==> config.mk <==
export PLATFORM = sky130hd
export DESIGN_NAME = tms_decode
export DESIGN_NICKNAME = d
export VERILOG_FILES = /design/src/design/tms_pkg.sv /design/src/design/tms_decode.sv
export SDC_FILE = /design/constraint.sdc
export NUM_CORES = 1
export LEC_CHECK = 0
export BUFFER_PORTS_ARGS = -buffer_cell sky130_fd_sc_hd__buf_2
export CORE_ASPECT_RATIO = 1.5
export CORE_MARGIN = 2
export CORE_UTILIZATION = 50
export DETAILED_ROUTE_END_ITERATION = 10
export GPL_ROUTABILITY_DRIVEN = 0
export HOLD_SLACK_MARGIN = 0.03
export PLACE_DENSITY = 0.77
export SKIP_CTS_REPAIR_TIMING = 1
export SYNTH_ARGS = -nofsm -noshare
export SYNTH_HDL_FRONTEND = slang
export SYNTH_SLANG_ARGS = --single-unit
==> constraint.sdc <==
create_clock -name clk_i -period 3.65 [get_ports clk_i]
set_input_delay 0.73 -clock clk_i [delete_from_list [all_inputs] [get_ports clk_i]]
set_output_delay 0.73 -clock clk_i [all_outputs]
set_load 0.01 [all_outputs]
==> src/design/tms_pkg.sv <==
// Constants shared by the tape micro-sequencer decoder
package tms_pkg;

   // ==========================================================
   // Instruction word layout (micro bit n is word bit n-1)
   localparam int WORD_W = 16;
   localparam int ADDR_W = 10;
   localparam int OPC_LSB = 12;
   localparam int MODE_LSB = 8;
   localparam int FB_COUNT = 37;
   localparam int FB_SEL_W = 6;

   // ==========================================================
   // Primary function codes
   localparam logic [3:0] OP_REST = 4'h0;
   localparam logic [3:0] OP_CONT = 4'h1;
   localparam logic [3:0] OP_RETURN = 4'h2;
   localparam logic [3:0] OP_SHIFT_STEP = 4'h3;
   localparam logic [3:0] OP_LOAD_LOOP_ONE = 4'h4;
   localparam logic [3:0] OP_LOAD_LOOP_TWO = 4'h5;
   localparam logic [3:0] OP_BRANCH = 4'h6;
   localparam logic [3:0] OP_CALL = 4'h7;
   localparam logic [3:0] OP_SAMPLE = 4'h8;
   localparam logic [3:0] OP_BRANCH_FLAG_CLEAR = 4'h9;
   localparam logic [3:0] OP_BRANCH_FLAG_SET = 4'hA;
   localparam logic [3:0] OP_LOOP_ONE = 4'hC;
   localparam logic [3:0] OP_LOOP_TWO = 4'hD;

   // ==========================================================
   // Mode subfunction codes
   localparam logic [3:0] MODE_READ_CTRL = 4'h8;
   localparam logic [3:0] MODE_SHIFT_MASK = 4'h9;
   localparam logic [3:0] MODE_READ_IN = 4'hA;
   localparam logic [3:0] MODE_RAW_SET = 4'hB;
   localparam logic [3:0] MODE_SET_CLEAR = 4'hF;

   // ==========================================================
   // Set and clear subfunction codes with level effects
   localparam logic [3:0] SET_DIR_TO_CTRL = 4'h1;
   localparam logic [3:0] SET_CLR_TERM = 4'h2;
   localparam logic [3:0] SET_DIR_TO_CPU = 4'h7;
   localparam logic [3:0] SET_PROG_INT = 4'h8;
   localparam logic [3:0] SET_XFER_INT = 4'h9;
   localparam int READ_IN_SEL = 3;

   // ==========================================================
   // Sequencer reset state
   localparam logic [9:0] START_ADDR = 10'h000;
   localparam logic [7:0] READ_CTRL_RST = 8'h00;
   localparam logic [7:0] SHIFT_MASK_RST = 8'hFF;

   // ==========================================================
   // Wishbone register map (byte addresses)
   localparam logic [7:0] REG_CONTROL = 8'h00;
   localparam logic [7:0] REG_STATUS = 8'h04;
   localparam logic [7:0] REG_MASKS = 8'h08;
   localparam logic [7:0] REG_LOOPS = 8'h0C;
   localparam int CTL_START = 0;
   localparam int CTL_CLR_RAW = 1;
   localparam int CTL_CLR_PINT = 2;
   localparam int CTL_CLR_XINT = 3;

   typedef enum logic [1:0] {
      ST_HALT = 2'b01,
      ST_RUN = 2'b10
   } tms_state_type;

endpackage

==> src/design/tms_decode.sv <==
// Micro-instruction decoder and sequencer of the tape controller
//
// Behaviour
// - Mode 8: bits 1-3 pick a read enable, bit 4 sets it true/false
// - Read selects 0 and 1 enable low and high byte assembly
// - Read select 2 inverts the serial read bit when bit 4 is one
// - Read select 3 sets load or shift; mode 10 clears/loads/shifts read-in
// - Selects 4 and 5 steer CRC carry and CRC input routing
// - Selects 6 and 7 steer track error input and loopback
// - Mode 9 loads the shift enable mask; zero bits enable shifting
// - Mask bits 1 to 4 clock the write side elements
// - Mask bits 5 to 8 clock the read side elements
// - Mode 11 sets the read-after-write flag; 12 to 14 do nothing
// - Mode 15 enables set and clear subfunction decode together
// - Set code in bits 1-4; codes 0 and 4 do nothing
// - Set code 1 clears, 7 sets the direction line the CPU follows
// - Set codes 2,3,5,6,8,9: terminate clear, selects, interrupts
// - Set codes 10,11,14,15 prime write and read parity
// - Set codes 12 and 13 zero write CRC and write output
// - Clear code in bits 5-7 drives seven clear actions
// - Opcodes 4 and 5 load loop counters then step on
// - Opcode 6 loads the program address from bits 1-10
// - Opcode 7 saves address plus one in link, then branches
// - Opcode 8 samples one of 37 feedback bits into bit flag
// - Opcode 9 branches when selected flag is clear
// - Mode code taken from bits 9 to 12
// - Opcode 3 clocks each element whose mask bit is zero
`timescale 1ns/1ps

module tms_decode
   import tms_pkg::*;
(
   input wire logic clk_i,
   input wire logic rst_i,
   // Wishbone slave
   input wire logic cyc_i,
   input wire logic stb_i,
   input wire logic we_i,
   input wire logic [7:0] adr_i,
   input wire logic [3:0] sel_i,
   input wire logic [31:0] dat_i,
   output logic [31:0] dat_o,
   output logic ack_o,
   // Control store
   output logic [9:0] micro_program_address_o,
   input wire logic [15:0] micro_word_i,
   // Feedback and flags
   input wire logic [37:1] feedback_bit_i,
   input wire logic [3:1] program_flag_i,
   input wire logic cpu_terminate_line_i,
   // Read data path enables (levels) and the one-cycle read-in strobe
   output logic low_byte_assemble_o,
   output logic high_byte_assemble_o,
   output logic read_invert_o,
   output logic read_in_shift_mode_o,
   output logic crc_carry_gate_o,
   output logic crc_read_route_o,
   output logic track_error_force_o,
   output logic loopback_o,
   output logic read_in_strobe_o,
   output logic read_after_write_flag_o,
   // Shift step strobes, one per mask bit
   output logic [7:0] shift_strobe_o,
   output logic [7:0] shift_enable_mask_o,
   // Subfunction pulses
   output logic [15:0] set_subfunction_o,
   output logic [7:0] clear_subfunction_o,
   // CPU transfer interface
   output logic direction_out_line_o,
   output logic terminate_flag_o,
   output logic program_interrupt_o,
   output logic transfer_interrupt_o,
   output logic bit_flag_o,
   output logic halted_o
);

   // ==========================================================
   // Helpers
   function automatic logic [7:0] onehot8(input logic [2:0] code);
      onehot8 = 8'h01 << code;
   endfunction

   // ==========================================================
   // Pin synchronisers
   logic [37:1] fb_meta_q, fb_sync_q;
   logic term_meta_q, term_sync_q;

   always_ff @(posedge clk_i) begin
      fb_meta_q <= feedback_bit_i;
      fb_sync_q <= fb_meta_q;
      term_meta_q <= cpu_terminate_line_i;
      term_sync_q <= term_meta_q;
   end

   // ==========================================================
   // State
   tms_state_type state_q, state_d;
   logic [9:0] addr_q, addr_d, link_q;
   logic [7:0] loop_one_q, read_ctrl_q, mask_q;
   logic [3:0] loop_two_q;
   logic bit_flag_q, raw_q, dir_q, term_q, pint_q, xint_q;
   logic [7:0] shift_q, clear_q;
   logic [15:0] set_q;
   logic read_in_q;

   // ==========================================================
   // Field decode
   wire logic running = (state_q == ST_RUN);
   wire logic [3:0] opcode = micro_word_i[15:OPC_LSB];
   wire logic [3:0] mode = micro_word_i[11:MODE_LSB];
   wire logic [9:0] target = micro_word_i[9:0];
   wire logic [9:0] addr_inc = addr_q + 10'h001;
   wire logic addr_fmt = running && (opcode <= OP_SHIFT_STEP);
   wire logic mode_read = addr_fmt && (mode == MODE_READ_CTRL);
   wire logic mode_mask = addr_fmt && (mode == MODE_SHIFT_MASK);
   wire logic mode_rin = addr_fmt && (mode == MODE_READ_IN);
   wire logic mode_raw = addr_fmt && (mode == MODE_RAW_SET);
   wire logic mode_sc = addr_fmt && (mode == MODE_SET_CLEAR);
   wire logic [2:0] read_sel = micro_word_i[2:0];
   wire logic read_val = micro_word_i[3];
   wire logic [3:0] set_code = micro_word_i[3:0];
   wire logic [2:0] clr_code = micro_word_i[6:4];
   // Codes 0 and 4 have no effect downstream; pulse masked off
   wire logic [15:0] set_hot = mode_sc ? ((16'h0001 << set_code)
      & 16'hFFEE) : 16'h0000;
   wire logic [7:0] clr_hot = mode_sc ? (onehot8(clr_code) & 8'hFE)
      : 8'h00;
   wire logic [7:0] read_hot = mode_read ? onehot8(read_sel) : 8'h00;
   wire logic [5:0] fb_sel = micro_word_i[FB_SEL_W-1:0];
   wire logic [37:0] fb_vec = {fb_sync_q, 1'b0};
   // Select 0 and selects above 37 sample a zero
   wire logic fb_pick = (fb_sel <= 6'(FB_COUNT)) ? fb_vec[fb_sel]
      : 1'b0;
   wire logic [3:0] flag_vec = {program_flag_i, bit_flag_q};
   wire logic flag_sel = flag_vec[micro_word_i[11:10]];
   wire logic [7:0] loop_one_dec = loop_one_q - 8'h01;
   wire logic [3:0] loop_two_dec = loop_two_q - 4'h1;

   // ==========================================================
   // Wishbone decode
   wire logic bus_req = cyc_i && stb_i && !ack_o;
   wire logic wr_ctl = bus_req && we_i && sel_i[0]
      && (adr_i == REG_CONTROL);
   wire logic sw_start = wr_ctl && dat_i[CTL_START];
   wire logic sw_clr_raw = wr_ctl && dat_i[CTL_CLR_RAW];
   wire logic sw_clr_pint = wr_ctl && dat_i[CTL_CLR_PINT];
   wire logic sw_clr_xint = wr_ctl && dat_i[CTL_CLR_XINT];
   wire logic [31:0] status_word = {15'h0000, xint_q, pint_q, term_q,
      dir_q, raw_q, bit_flag_q, !running, addr_q};
   wire logic [31:0] rd_word =
      (adr_i == REG_CONTROL) ? {31'h00000000, !running} :
      (adr_i == REG_STATUS) ? status_word :
      (adr_i == REG_MASKS) ? {16'h0000, mask_q, read_ctrl_q} :
      (adr_i == REG_LOOPS) ? {6'h00, link_q, 4'h0, loop_two_q,
         loop_one_q} : 32'h00000000;

   // ==========================================================
   // Sequencer next state
   always_comb begin
      state_d = state_q;
      addr_d = addr_q;
      case (state_q)
         ST_HALT: begin
            if (sw_start) begin
               state_d = ST_RUN;
               addr_d = START_ADDR;
            end
         end
         ST_RUN: begin
            case (opcode)
               OP_REST: begin
                  state_d = ST_HALT;
                  addr_d = START_ADDR;
               end
               OP_RETURN: addr_d = link_q;
               OP_BRANCH, OP_CALL: addr_d = target;
               OP_BRANCH_FLAG_CLEAR:
                  addr_d = flag_sel ? addr_inc : target;
               OP_BRANCH_FLAG_SET:
                  addr_d = flag_sel ? target : addr_inc;
               OP_LOOP_ONE:
                  addr_d = (loop_one_dec != 8'h00) ? target : addr_inc;
               OP_LOOP_TWO:
                  addr_d = (loop_two_dec != 4'h0) ? target : addr_inc;
               default: addr_d = addr_inc;
            endcase
         end
         default: begin
            state_d = ST_HALT;
            addr_d = START_ADDR;
         end
      endcase
   end

   always_ff @(posedge clk_i) begin
      if (rst_i) begin
         state_q <= ST_HALT;
         addr_q <= START_ADDR;
      end else begin
         state_q <= state_d;
         addr_q <= addr_d;
      end
   end

   // ==========================================================
   // Link register and loop counters
   always_ff @(posedge clk_i) begin
      if (rst_i) begin
         link_q <= START_ADDR;
         loop_one_q <= 8'h00;
         loop_two_q <= 4'h0;
      end else if (running) begin
         if (opcode == OP_CALL)
            link_q <= addr_inc;
         if (opcode == OP_LOAD_LOOP_ONE)
            loop_one_q <= micro_word_i[7:0];
         else if (opcode == OP_LOOP_ONE)
            loop_one_q <= loop_one_dec;
         if (opcode == OP_LOAD_LOOP_TWO)
            loop_two_q <= micro_word_i[3:0];
         else if (opcode == OP_LOOP_TWO)
            loop_two_q <= loop_two_dec;
      end
   end

   // ==========================================================
   // Read control register and shift enable mask
   always_ff @(posedge clk_i) begin
      if (rst_i) begin
         read_ctrl_q <= READ_CTRL_RST;
         mask_q <= SHIFT_MASK_RST;
      end else begin
         // Only the selected enable moves
         read_ctrl_q <= (read_ctrl_q & ~read_hot)
            | (read_val ? read_hot : 8'h00);
         if (mode_mask)
            mask_q <= micro_word_i[7:0];
      end
   end

   // ==========================================================
   // Flags; a hardware set wins over a same-cycle clear
   always_ff @(posedge clk_i) begin
      if (rst_i) begin
         bit_flag_q <= 1'b0;
         raw_q <= 1'b0;
         dir_q <= 1'b0;
         term_q <= 1'b0;
         pint_q <= 1'b0;
         xint_q <= 1'b0;
      end else begin
         if (running && opcode == OP_SAMPLE)
            bit_flag_q <= fb_pick;
         raw_q <= mode_raw || (raw_q && !sw_clr_raw);
         if (set_hot[SET_DIR_TO_CPU])
            dir_q <= 1'b1;
         else if (set_hot[SET_DIR_TO_CTRL])
            dir_q <= 1'b0;
         term_q <= term_sync_q
            || (term_q && !set_hot[SET_CLR_TERM]);
         pint_q <= set_hot[SET_PROG_INT]
            || (pint_q && !sw_clr_pint);
         xint_q <= set_hot[SET_XFER_INT]
            || (xint_q && !sw_clr_xint);
      end
   end

   // ==========================================================
   // Registered strobes toward the data path
   always_ff @(posedge clk_i) begin
      if (rst_i) begin
         shift_q <= 8'h00;
         set_q <= 16'h0000;
         clear_q <= 8'h00;
         read_in_q <= 1'b0;
      end else begin
         // Zero mask bit means the element is clocked
         shift_q <= (running && opcode == OP_SHIFT_STEP) ? ~mask_q
            : 8'h00;
         set_q <= set_hot;
         clear_q <= clr_hot;
         read_in_q <= mode_rin;
      end
   end

   // ==========================================================
   // Wishbone answer, one wait state
   always_ff @(posedge clk_i) begin
      if (rst_i) begin
         ack_o <= 1'b0;
         dat_o <= 32'h00000000;
      end else begin
         ack_o <= bus_req;
         dat_o <= bus_req ? rd_word : 32'h00000000;
      end
   end

   // ==========================================================
   // Outputs
   assign micro_program_address_o = addr_q;
   assign low_byte_assemble_o = read_ctrl_q[0];
   assign high_byte_assemble_o = read_ctrl_q[1];
   assign read_invert_o = read_ctrl_q[2];
   assign read_in_shift_mode_o = read_ctrl_q[READ_IN_SEL];
   assign crc_carry_gate_o = read_ctrl_q[4];
   assign crc_read_route_o = read_ctrl_q[5];
   assign track_error_force_o = read_ctrl_q[6];
   assign loopback_o = read_ctrl_q[7];
   assign read_in_strobe_o = read_in_q;
   assign read_after_write_flag_o = raw_q;
   assign shift_strobe_o = shift_q;
   assign shift_enable_mask_o = mask_q;
   assign set_subfunction_o = set_q;
   assign clear_subfunction_o = clear_q;
   assign direction_out_line_o = dir_q;
   assign terminate_flag_o = term_q;
   assign program_interrupt_o = pint_q;
   assign transfer_interrupt_o = xint_q;
   assign bit_flag_o = bit_flag_q;
   assign halted_o = !running;

endmodule // tms_decode

After elaboration in Yosys (flattened, before gate mapping)
Cells that the tools add are included.
{"block": "totals", "ff_bits": 198, "in_bits": 106, "output_inout_bits": 99}
{"block": "op_classes", "add_sub_neg": 3, "magnitude_cmp": 4, "eq_ne": 23, "shift": 3, "n_mux": 28, "bitwise": 8, "n_reduce_logical": 49}
{"op": "$pmux 10 s7", "n": 1}
{"op": "$mux 10", "n": 6}
{"op": "$mux 17", "n": 3}
{"op": "$eq 4x4->1 const B", "n": 10}
{"op": "$mux 8", "n": 4}
{"op": "$logic_and 1x1->1", "n": 21}
{"op": "$pmux 10 s2", "n": 1}
{"op": "$eq 4x3->1 const B", "n": 4}
{"op": "$eq 8x4->1 const B", "n": 2}
{"op": "$not 8->8", "n": 2}
{"op": "$shl 1x3->8 const A", "n": 2}
{"op": "$shl 1x4->16 const A", "n": 1}
{"op": "$add 10x1->10 const B", "n": 1}
{"op": "$and 8x8->8", "n": 1}
{"op": "$eq 4x2->1 const B", "n": 2}
{"op": "$eq 8x3->1 const B", "n": 1}
{"op": "$logic_not 8->1", "n": 1}
{"op": "$mux 4", "n": 2}
{"op": "$or 8x8->8", "n": 1}
{"op": "$reduce_and 2->1", "n": 4}
{"op": "$reduce_bool 8->1", "n": 1}
{"op": "$reduce_or 2->1", "n": 4}
{"op": "$sub 8x1->8 const B", "n": 1}
{"op": "$lt 6x7->1 const B", "n": 1}
{"op": "22 further kinds", "n": 41}

Logic depth before layout (Yosys ltp)
Gate-level depths: netlist of run 1.
{"block": "logic_depth", "word_depth": 9, "mapped_depth": 9, "mapped_depth_nobuf": 9}

Worst setup path before layout of run 1
OpenSTA, ideal clock, no wires.
{"block": "synth_path", "kind": "input port to flip-flop", "startpoint": "input micro_word_i[1]", "endpoint": "register bit_flag_q (netlist: bit_flag_o)", "setup_ns": 0.128, "arrival_time_ns": 2.176, "required_time_ns": 3.522, "setup_slack_ns": 1.347, "stages": 8, "path_cell_list": "clkbuf_1 -> buf_2 -> mux4_2 -> mux4_2 -> nand3_1 -> o21ai_1 -> mux2i_1 -> nor2_1"}
{"block": "synth_via", "elab_chain_cells": 3, "word_cells_on_any_way": 4, "cone_classes": "order compare: 1; mux: 3"}
{"element": "start, declared", "line": "tms_decode.sv:46", "rtl": "input wire logic [15:0] micro_word_i,"}
{"element": "$bmux 1 s6", "line": "tms_decode.sv:132", "rtl": "wire logic fb_pick = (fb_sel <= 6'(FB_COUNT)) ? fb_vec[fb_sel]"}
{"element": "$mux 1 (not written as such)", "line": "tms_decode.sv:132"}
{"element": "$mux 1 (*)", "line": "tms_decode.sv:132"}
{"element": "end signal, assigned", "line": "tms_decode.sv:253", "rtl": "bit_flag_q <= fb_pick;"}
{"element": "end, declared", "line": "tms_decode.sv:101", "rtl": "logic bit_flag_q, raw_q, dir_q, term_q, pint_q, xint_q;"}
Mark *: on every way between the ends. The rest lies on a longest branch, timed or not. The select of a mux whose other input is x is not followed.
A chain may end at the register's enable or synchronous reset.

Final worst setup path of run 1
{"block": "layout_path", "startpoint": "input micro_word_i[14]", "endpoint": "register addr_q[2] (netlist: micro_program_address_o[2])"}
{"block": "layout_via", "elab_chain_cells": 4, "word_cells_on_any_way": 11, "cone_classes": "eq/ne: 7; mux: 2; reduce/logical: 2"}
{"element": "$eq 4x3->1", "line": "tms_decode.sv:170", "rtl": "case (opcode)"}
{"element": "$reduce_or 2->1", "line": "tms_decode.sv:170"}
{"element": "$pmux 10 s7 (*)", "line": "tms_decode.sv:170"}
{"element": "$pmux 10 s2 (*)", "line": "tms_decode.sv:162", "rtl": "case (state_q)"}
{"element": "end signal, assigned", "line": "tms_decode.sv:201", "rtl": "addr_q <= addr_d;"}
{"element": "end, declared", "line": "tms_decode.sv:98", "rtl": "logic [9:0] addr_q, addr_d, link_q;"}
Mark *: on every way between the ends. The rest lies on a longest branch, timed or not.

==> key figures, run 1 <==
Outcome
  – Outcome: finished, final reports clean

Finish
  – Post-Layout Cell Count: 1085
  – Area grow syn2layout: 20.5%
  – Fin nets: 991
  – Ant diodes: 0
  – Layout cells sized above 1: 26.5%

Clock tree
  – CTS tree: built
  – Root buffer cell: clkbuf_16
  – Worst-Skew Late Latency: 440 ps
  – Num CTS Buffers: 17
  – Clock-pin slew on the worst setup and hold paths: 80 ps
  – CTS Buffer Depth: 2
  – Clk sinks: 189
  – # H-tree levels: 4

Setup path
  – Crit end category: flop
  – Critical path peak fanout: 22
  – Worst EP required: 3960 ps
  – Worst EP arrival: 2820 ps
  – Startpoint types: primary input
  – Crit path kind: primary input to flop

Global route
  – Total congestion overflow: 0
  – Vias in the first global route: 5319
  – First-pass GRT wire length: 27200 um
  – Initial antenna violation count: 0
  – Overall routing resource usage: 23.2%
  – Pin count of the biggest net entering global routing: 40

STA
  – Setup violators final: 0
  – Pins over their slew limit: 0
  – Tightest Pin Transition: 1050 ps
  – Total Neg Setup Slack: 0 ps
  – Fmax: 398 MHz
  – Crit path time final: 2510 ps
  – Share of the clock period used by the worst path: 68.9%
  – Slew margin rel.: 29.7%
  – Setup repair after global routing missed its margin: no
  – Worst Skew: 16.0 ps
  – Final Hold Vio Count: 0

Die
  – I/O pins: 205
  – CORE AREA: 0.0141 mm2
  – Die Y-Extent: 151 um
  – Die X: 102 um
  – Initial Utilization: 51.4%
  – Die area: 0.0155 mm2
  – Cell Rows: 53

Logic synthesis
  – Area of the mapped netlist: 0.00723 mm2
  – Top-count cell post-synth: dfxtp_1
  – Sequential fraction of the synthesis area: 52.4%
  – Synth Area in XOR/XNOR: 1.33%
  – Yosys reg bits: 189
  – Synth Flop Type: dfxtp_1
  – Yosys warns: 0
  – Number of synthesized flops with an enable pin: 0
  – Unique masters post-synth: 72
  – Post-synthesis simple-gate area fraction: 18.7%
  – Dominant cell type by area after synthesis: dfxtp_1
  – Avg Inst Size Synth: 9.86 um2
  – Dominant cells by area after synthesis: dfxtp_1 (52%), nor2_1 (5.2%), nand2_1 (2.6%), a21oi_1 (2.6%), a22oi_1 (2.4%)
  – Synth top cells by count: dfxtp_1 (189), nor2_1 (101), nand2_1 (51), a21oi_1 (37)
  – Gate Count Post-Synth: 733
  – Top-area cell type share of the netlist area: 52.4%
  – Synth Area in Compound Gates: 14.0%
  – Post-Synth Adder-Cell Area: 0.866%
  – Fraction of registers with async set/reset: 0%
  – Largest family of logic cells by synthesized area: simple AND/OR/NAND/NOR gates
  – Multiplexer area fraction after synthesis: 8.00%

Min path
  – Hold/Removal Path Class: flop to flop

Detailed routing
  – DR pass1 iterations: 8
  – Drt wl/cell: 16.8 um
  – Via count: 5986
  – Final WL: 18200 um
  – Post-route ant nets: 0
  – Post-DR vias/cell: 5.52
  – DRC: 0
  – Initial DRC Count: 357

Place
  – PortBufs: 164
  – DP Wirelength: 13200 um
  – Number of instances in the placed design: 1053

Pwr
  – Worst IR drop on VDD: 0.331 mV
  – Pwr per Cell Area: 480 mW/mm2
  – Pleak: 3.60 nW
  – Tot Pwr: 4.18 mW

Run
  – Total of max-cap violations: 0
[path summary, 6_finish.rpt]
| kind | start | end | slack [ps] | cells after the start |
|---|---|---|---|---|
| max | micro_word_i[14] | micro_program_address_o[2] | 1140 | 8 |
| min | fb_meta_q[31] | fb_sync_q[31] | 320 | 0 |
| max reg2reg | loop_one_q[0] | micro_program_address_o[2] | 1280 | 9 |
| min reg2reg | fb_meta_q[31] | fb_sync_q[31] | 320 | 0 |
[critical path, stage by stage]
cell and delay [ps]:
buf_2 370, nor2b_2 390, and2_1 430, nor3_4 160, nor2_1 160, nand3_2 200, a41oi_1 270, o311ai_1 120
[state kept, by name, summed over array words and instances, names as in the netlist, 8 cells and up, named ones only]
name / count
dat_o: 26
fb_meta_q: 37
fb_sync_q: 37
link_q: 10
loop_one_q: 8
micro_program_address_o: 10
set_subfunction_o: 14
shift_enable_mask_o: 8
shift_strobe_o: 8
[layout make-up]
class | count | area [um2]
fillers | 1224 | 5350
clock inverters | 14 | 168
well taps | 192 | 240
repair buffers | 173 | 888
flip-flops and latches | 189 | 3780
clock buffers | 18 | 429
multi-input cells | 482 | 3140
inverters | 17 | 63.8
[power by group]
part	internal, mW	switching, mW	leakage [nW]
Combinational	0.0932	0.141	1.76
Clock	0.929	0.900	0.290
Sequential	2.11	0.0103	1.55
Total	3.13	1.05	3.60
[routing by layer]
layer / global-route usage, % / vias to the layer above / wire length, um
met1: 26.5 / 2785 / 6920
met3: 4.75 / 51 / 1320
met5: 0 / - / 0
met2: 41.0 / 279 / 9320
li1: - / 2871 / -
met4: 10.5 / 0 / 662
[cells in the final DEF (no fill, tap or decap), types with 16 or more instances in the layout]
cell / n
buf_2: 164
a211oi_1: 17
dfxtp_1: 189
nand2_1: 51
a21oi_1: 37
nor2_1: 101
nand3_1: 20
a22oi_1: 23
inv_1: 16
clkbuf_16: 17
[logic make-up (layout without fill, tap and decap cells)]
family	after synthesis	after routing
AND/OR/NAND/NOR	268	268
flip-flops	189	189
AO/OA/AOI/OAI	149	149
buffers and inverters	70	222
multiplexers	40	40
XOR/XNOR	11	11
adder cells (fa/ha/maj)	5	5
other	1	9
[metrics by stage]
stage / hold slack [ps] / utilization [%] / setup WS, ps / cell area (um2)
after floorplan: 310 / - / 1350 / 7260
after global placement: 310 / 57.7 / 759 / 8110
after detailed placement: 312 / 57.7 / 743 / 8110
after CTS: 328 / 61.9 / 1170 / 8710
after global routing: 332 / 61.9 / 981 / 8710
final: 324 / 61.9 / 1140 / 8710
(Power assumes the default switching activity.)
==> run 2, diff against run 1 <==
clock period = 2.6 ns   (was 3.65 ns; I/O delays follow)
==> run 2 against run 1 <==
  * Via count is 0.18% higher
  * Routed wire length is 2.9% higher
  * Global-route usage is 1.2 points higher
  * Critical path type is now flop to flop
  * Design area is 2.0% higher
  * Total power is 43% higher
  * Highest routed layer unchanged
  * Clock power is 46% higher
  * Cell count is 1.8% higher
  * Clock skew is 4.4 ps lower
  * Worst hold slack worse by 140 ps
  * Non-clock buffer count is 20 higher
  * Die area stayed put
==> key figures, run 2 (synthesis results as in run 1) <==
Min path
  – Hold/Removal Path Class: primary input to flop

Die
  – Cell Rows: 53
  – Die X: 102 um
  – CORE AREA: 0.0141 mm2
  – Initial Utilization: 51.4%
  – Die Y-Extent: 151 um
  – I/O pins: 205
  – Die area: 0.0155 mm2

Pwr
  – Pwr per Cell Area: 674 mW/mm2
  – Tot Pwr: 5.99 mW
  – Comb pwr share: 5.8%
  – Pint: 4.52 mW
  – Sw Ratio: 24.5%
  – Switching Power: 1.47 mW
  – Clock group share of total power: 44.6%
  – Reg power frac: 49.6%
  – Worst IR drop on VDD: 0.439 mV
  – Pleak: 3.72 nW

Finish
  – Post-Layout Cell Count: 1105
  – Fin nets: 1011
  – Final Cell Area: 0.00888 mm2
  – Regs by FF count: fb_meta_q (37), fb_sync_q (37), dat_o (26)
  – Most frequent cells in the layout: dfxtp_1 (189), buf_2 (164), nor2_1 (101)
  – Ant diodes: 0
  – Final core occ: 63.2%
  – Most common cell after layout, fill and taps aside: dfxtp_1
  – Area grow syn2layout: 22.9%
  – Layout cells sized above 1: 28.3%

STA
  – Slew margin rel.: 35.7%
  – Pins over their slew limit: 0
  – Min Hold Slack: 185 ps
  – Final Hold Vio Count: 0
  – Tightest Pin Transition: 962 ps
  – Share of the clock period used by the worst path: 90.3%
  – Fin worst setup slack: 253 ps
  – Worst Skew: 11.6 ps
  – Total Neg Setup Slack: 0 ps
  – Fmax: 426 MHz
  – Setup violators final: 0
  – Setup repair after global routing missed its margin: no
  – Crit path time final: 2350 ps

Place
  – DP Wirelength: 13700 um
  – Number of instances in the placed design: 1073
  – PortBufs: 164
  – Place WS: 88.3 ps
  – Post-DP Area: 0.00826 mm2

Outcome
  – Outcome: finished, final reports clean

Detailed routing
  – Via count: 5997
  – Post-DR vias/cell: 5.43
  – Final WL: 18800 um
  – DRC: 0
  – DR pass1 iterations: 5
  – Drt wl/cell: 17.0 um
  – Post-route ant nets: 0
  – Initial DRC Count: 324

Clock tree
  – Root buffer cell: clkbuf_16
  – Worst-Skew Late Latency: 430 ps
  – # H-tree levels: 4
  – Clk sinks: 189
  – CTS tree: built
  – Clock-pin slew on the worst setup and hold paths: 70 ps
  – CTS Buffer Depth: 2
  – Num CTS Buffers: 17

Run
  – Total of max-cap violations: 0

Setup path
  – Worst EP required: 2910 ps
  – Worst EP arrival: 2660 ps
  – Crit path kind: flop to flop
  – Critical path peak fanout: 9
  – Startpoint types: flop
  – Crit end category: flop

Global route
  – Overall routing resource usage: 24.4%
  – Initial antenna violation count: 0
  – Pin count of the biggest net entering global routing: 28
  – Total congestion overflow: 0
  – First-pass GRT wire length: 28600 um
  – Vias in the first global route: 5701
## run 2: layout make-up
cell class	instances	area [um2]
clock buffers	18	439
clock inverters	14	184
fillers	1208	5170
inverters	17	63.8
multi-input cells	482	3140
flip-flops and latches	189	3780
well taps	192	240
repair buffers	193	1040
## run 2: power by group through the flow
stage | combinational [mW] | sequential, mW | clock (mW)
after CTS | 0.346 | 2.97 | 2.71
final | 0.347 | 2.97 | 2.67
after global placement | 0.339 | 3.04 | 0
after detailed placement | 0.344 | 3.04 | 0
after global routing | 0.376 | 2.98 | 2.84
after floorplan | 0.225 | 3.03 | 0
## run 2: worst paths after layout
kind	startpoint	endpoint	slack [ps]	depth (start not counted)
hold reg to reg	fb_meta_q[11]	fb_sync_q[11]	330	0
hold / removal	feedback_bit_i[3]	fb_meta_q[3]	180	1
setup reg to reg	state_q[1]	flop	250	6
setup / recovery	state_q[1]	flop	250	6
## run 2: worst max-delay path, stage by stage (launching register included)
cell and delay [ps]:
dfxtp_1 340, nor2b_1 430, nand3_2 240, or4_1 630
nor4_2 300, mux2i_1 240, nor2_1 50
## run 2: layer usage
metal	up-vias	share of wire, %	wire, um	global-route usage (%)
met5	-	0	0	0
met4	0	5.1	948	14.5
li1	2922	-	-	-
met3	58	6.2	1160	4.85
met1	2767	38	7150	27.6
met2	250	51	9500	41.8
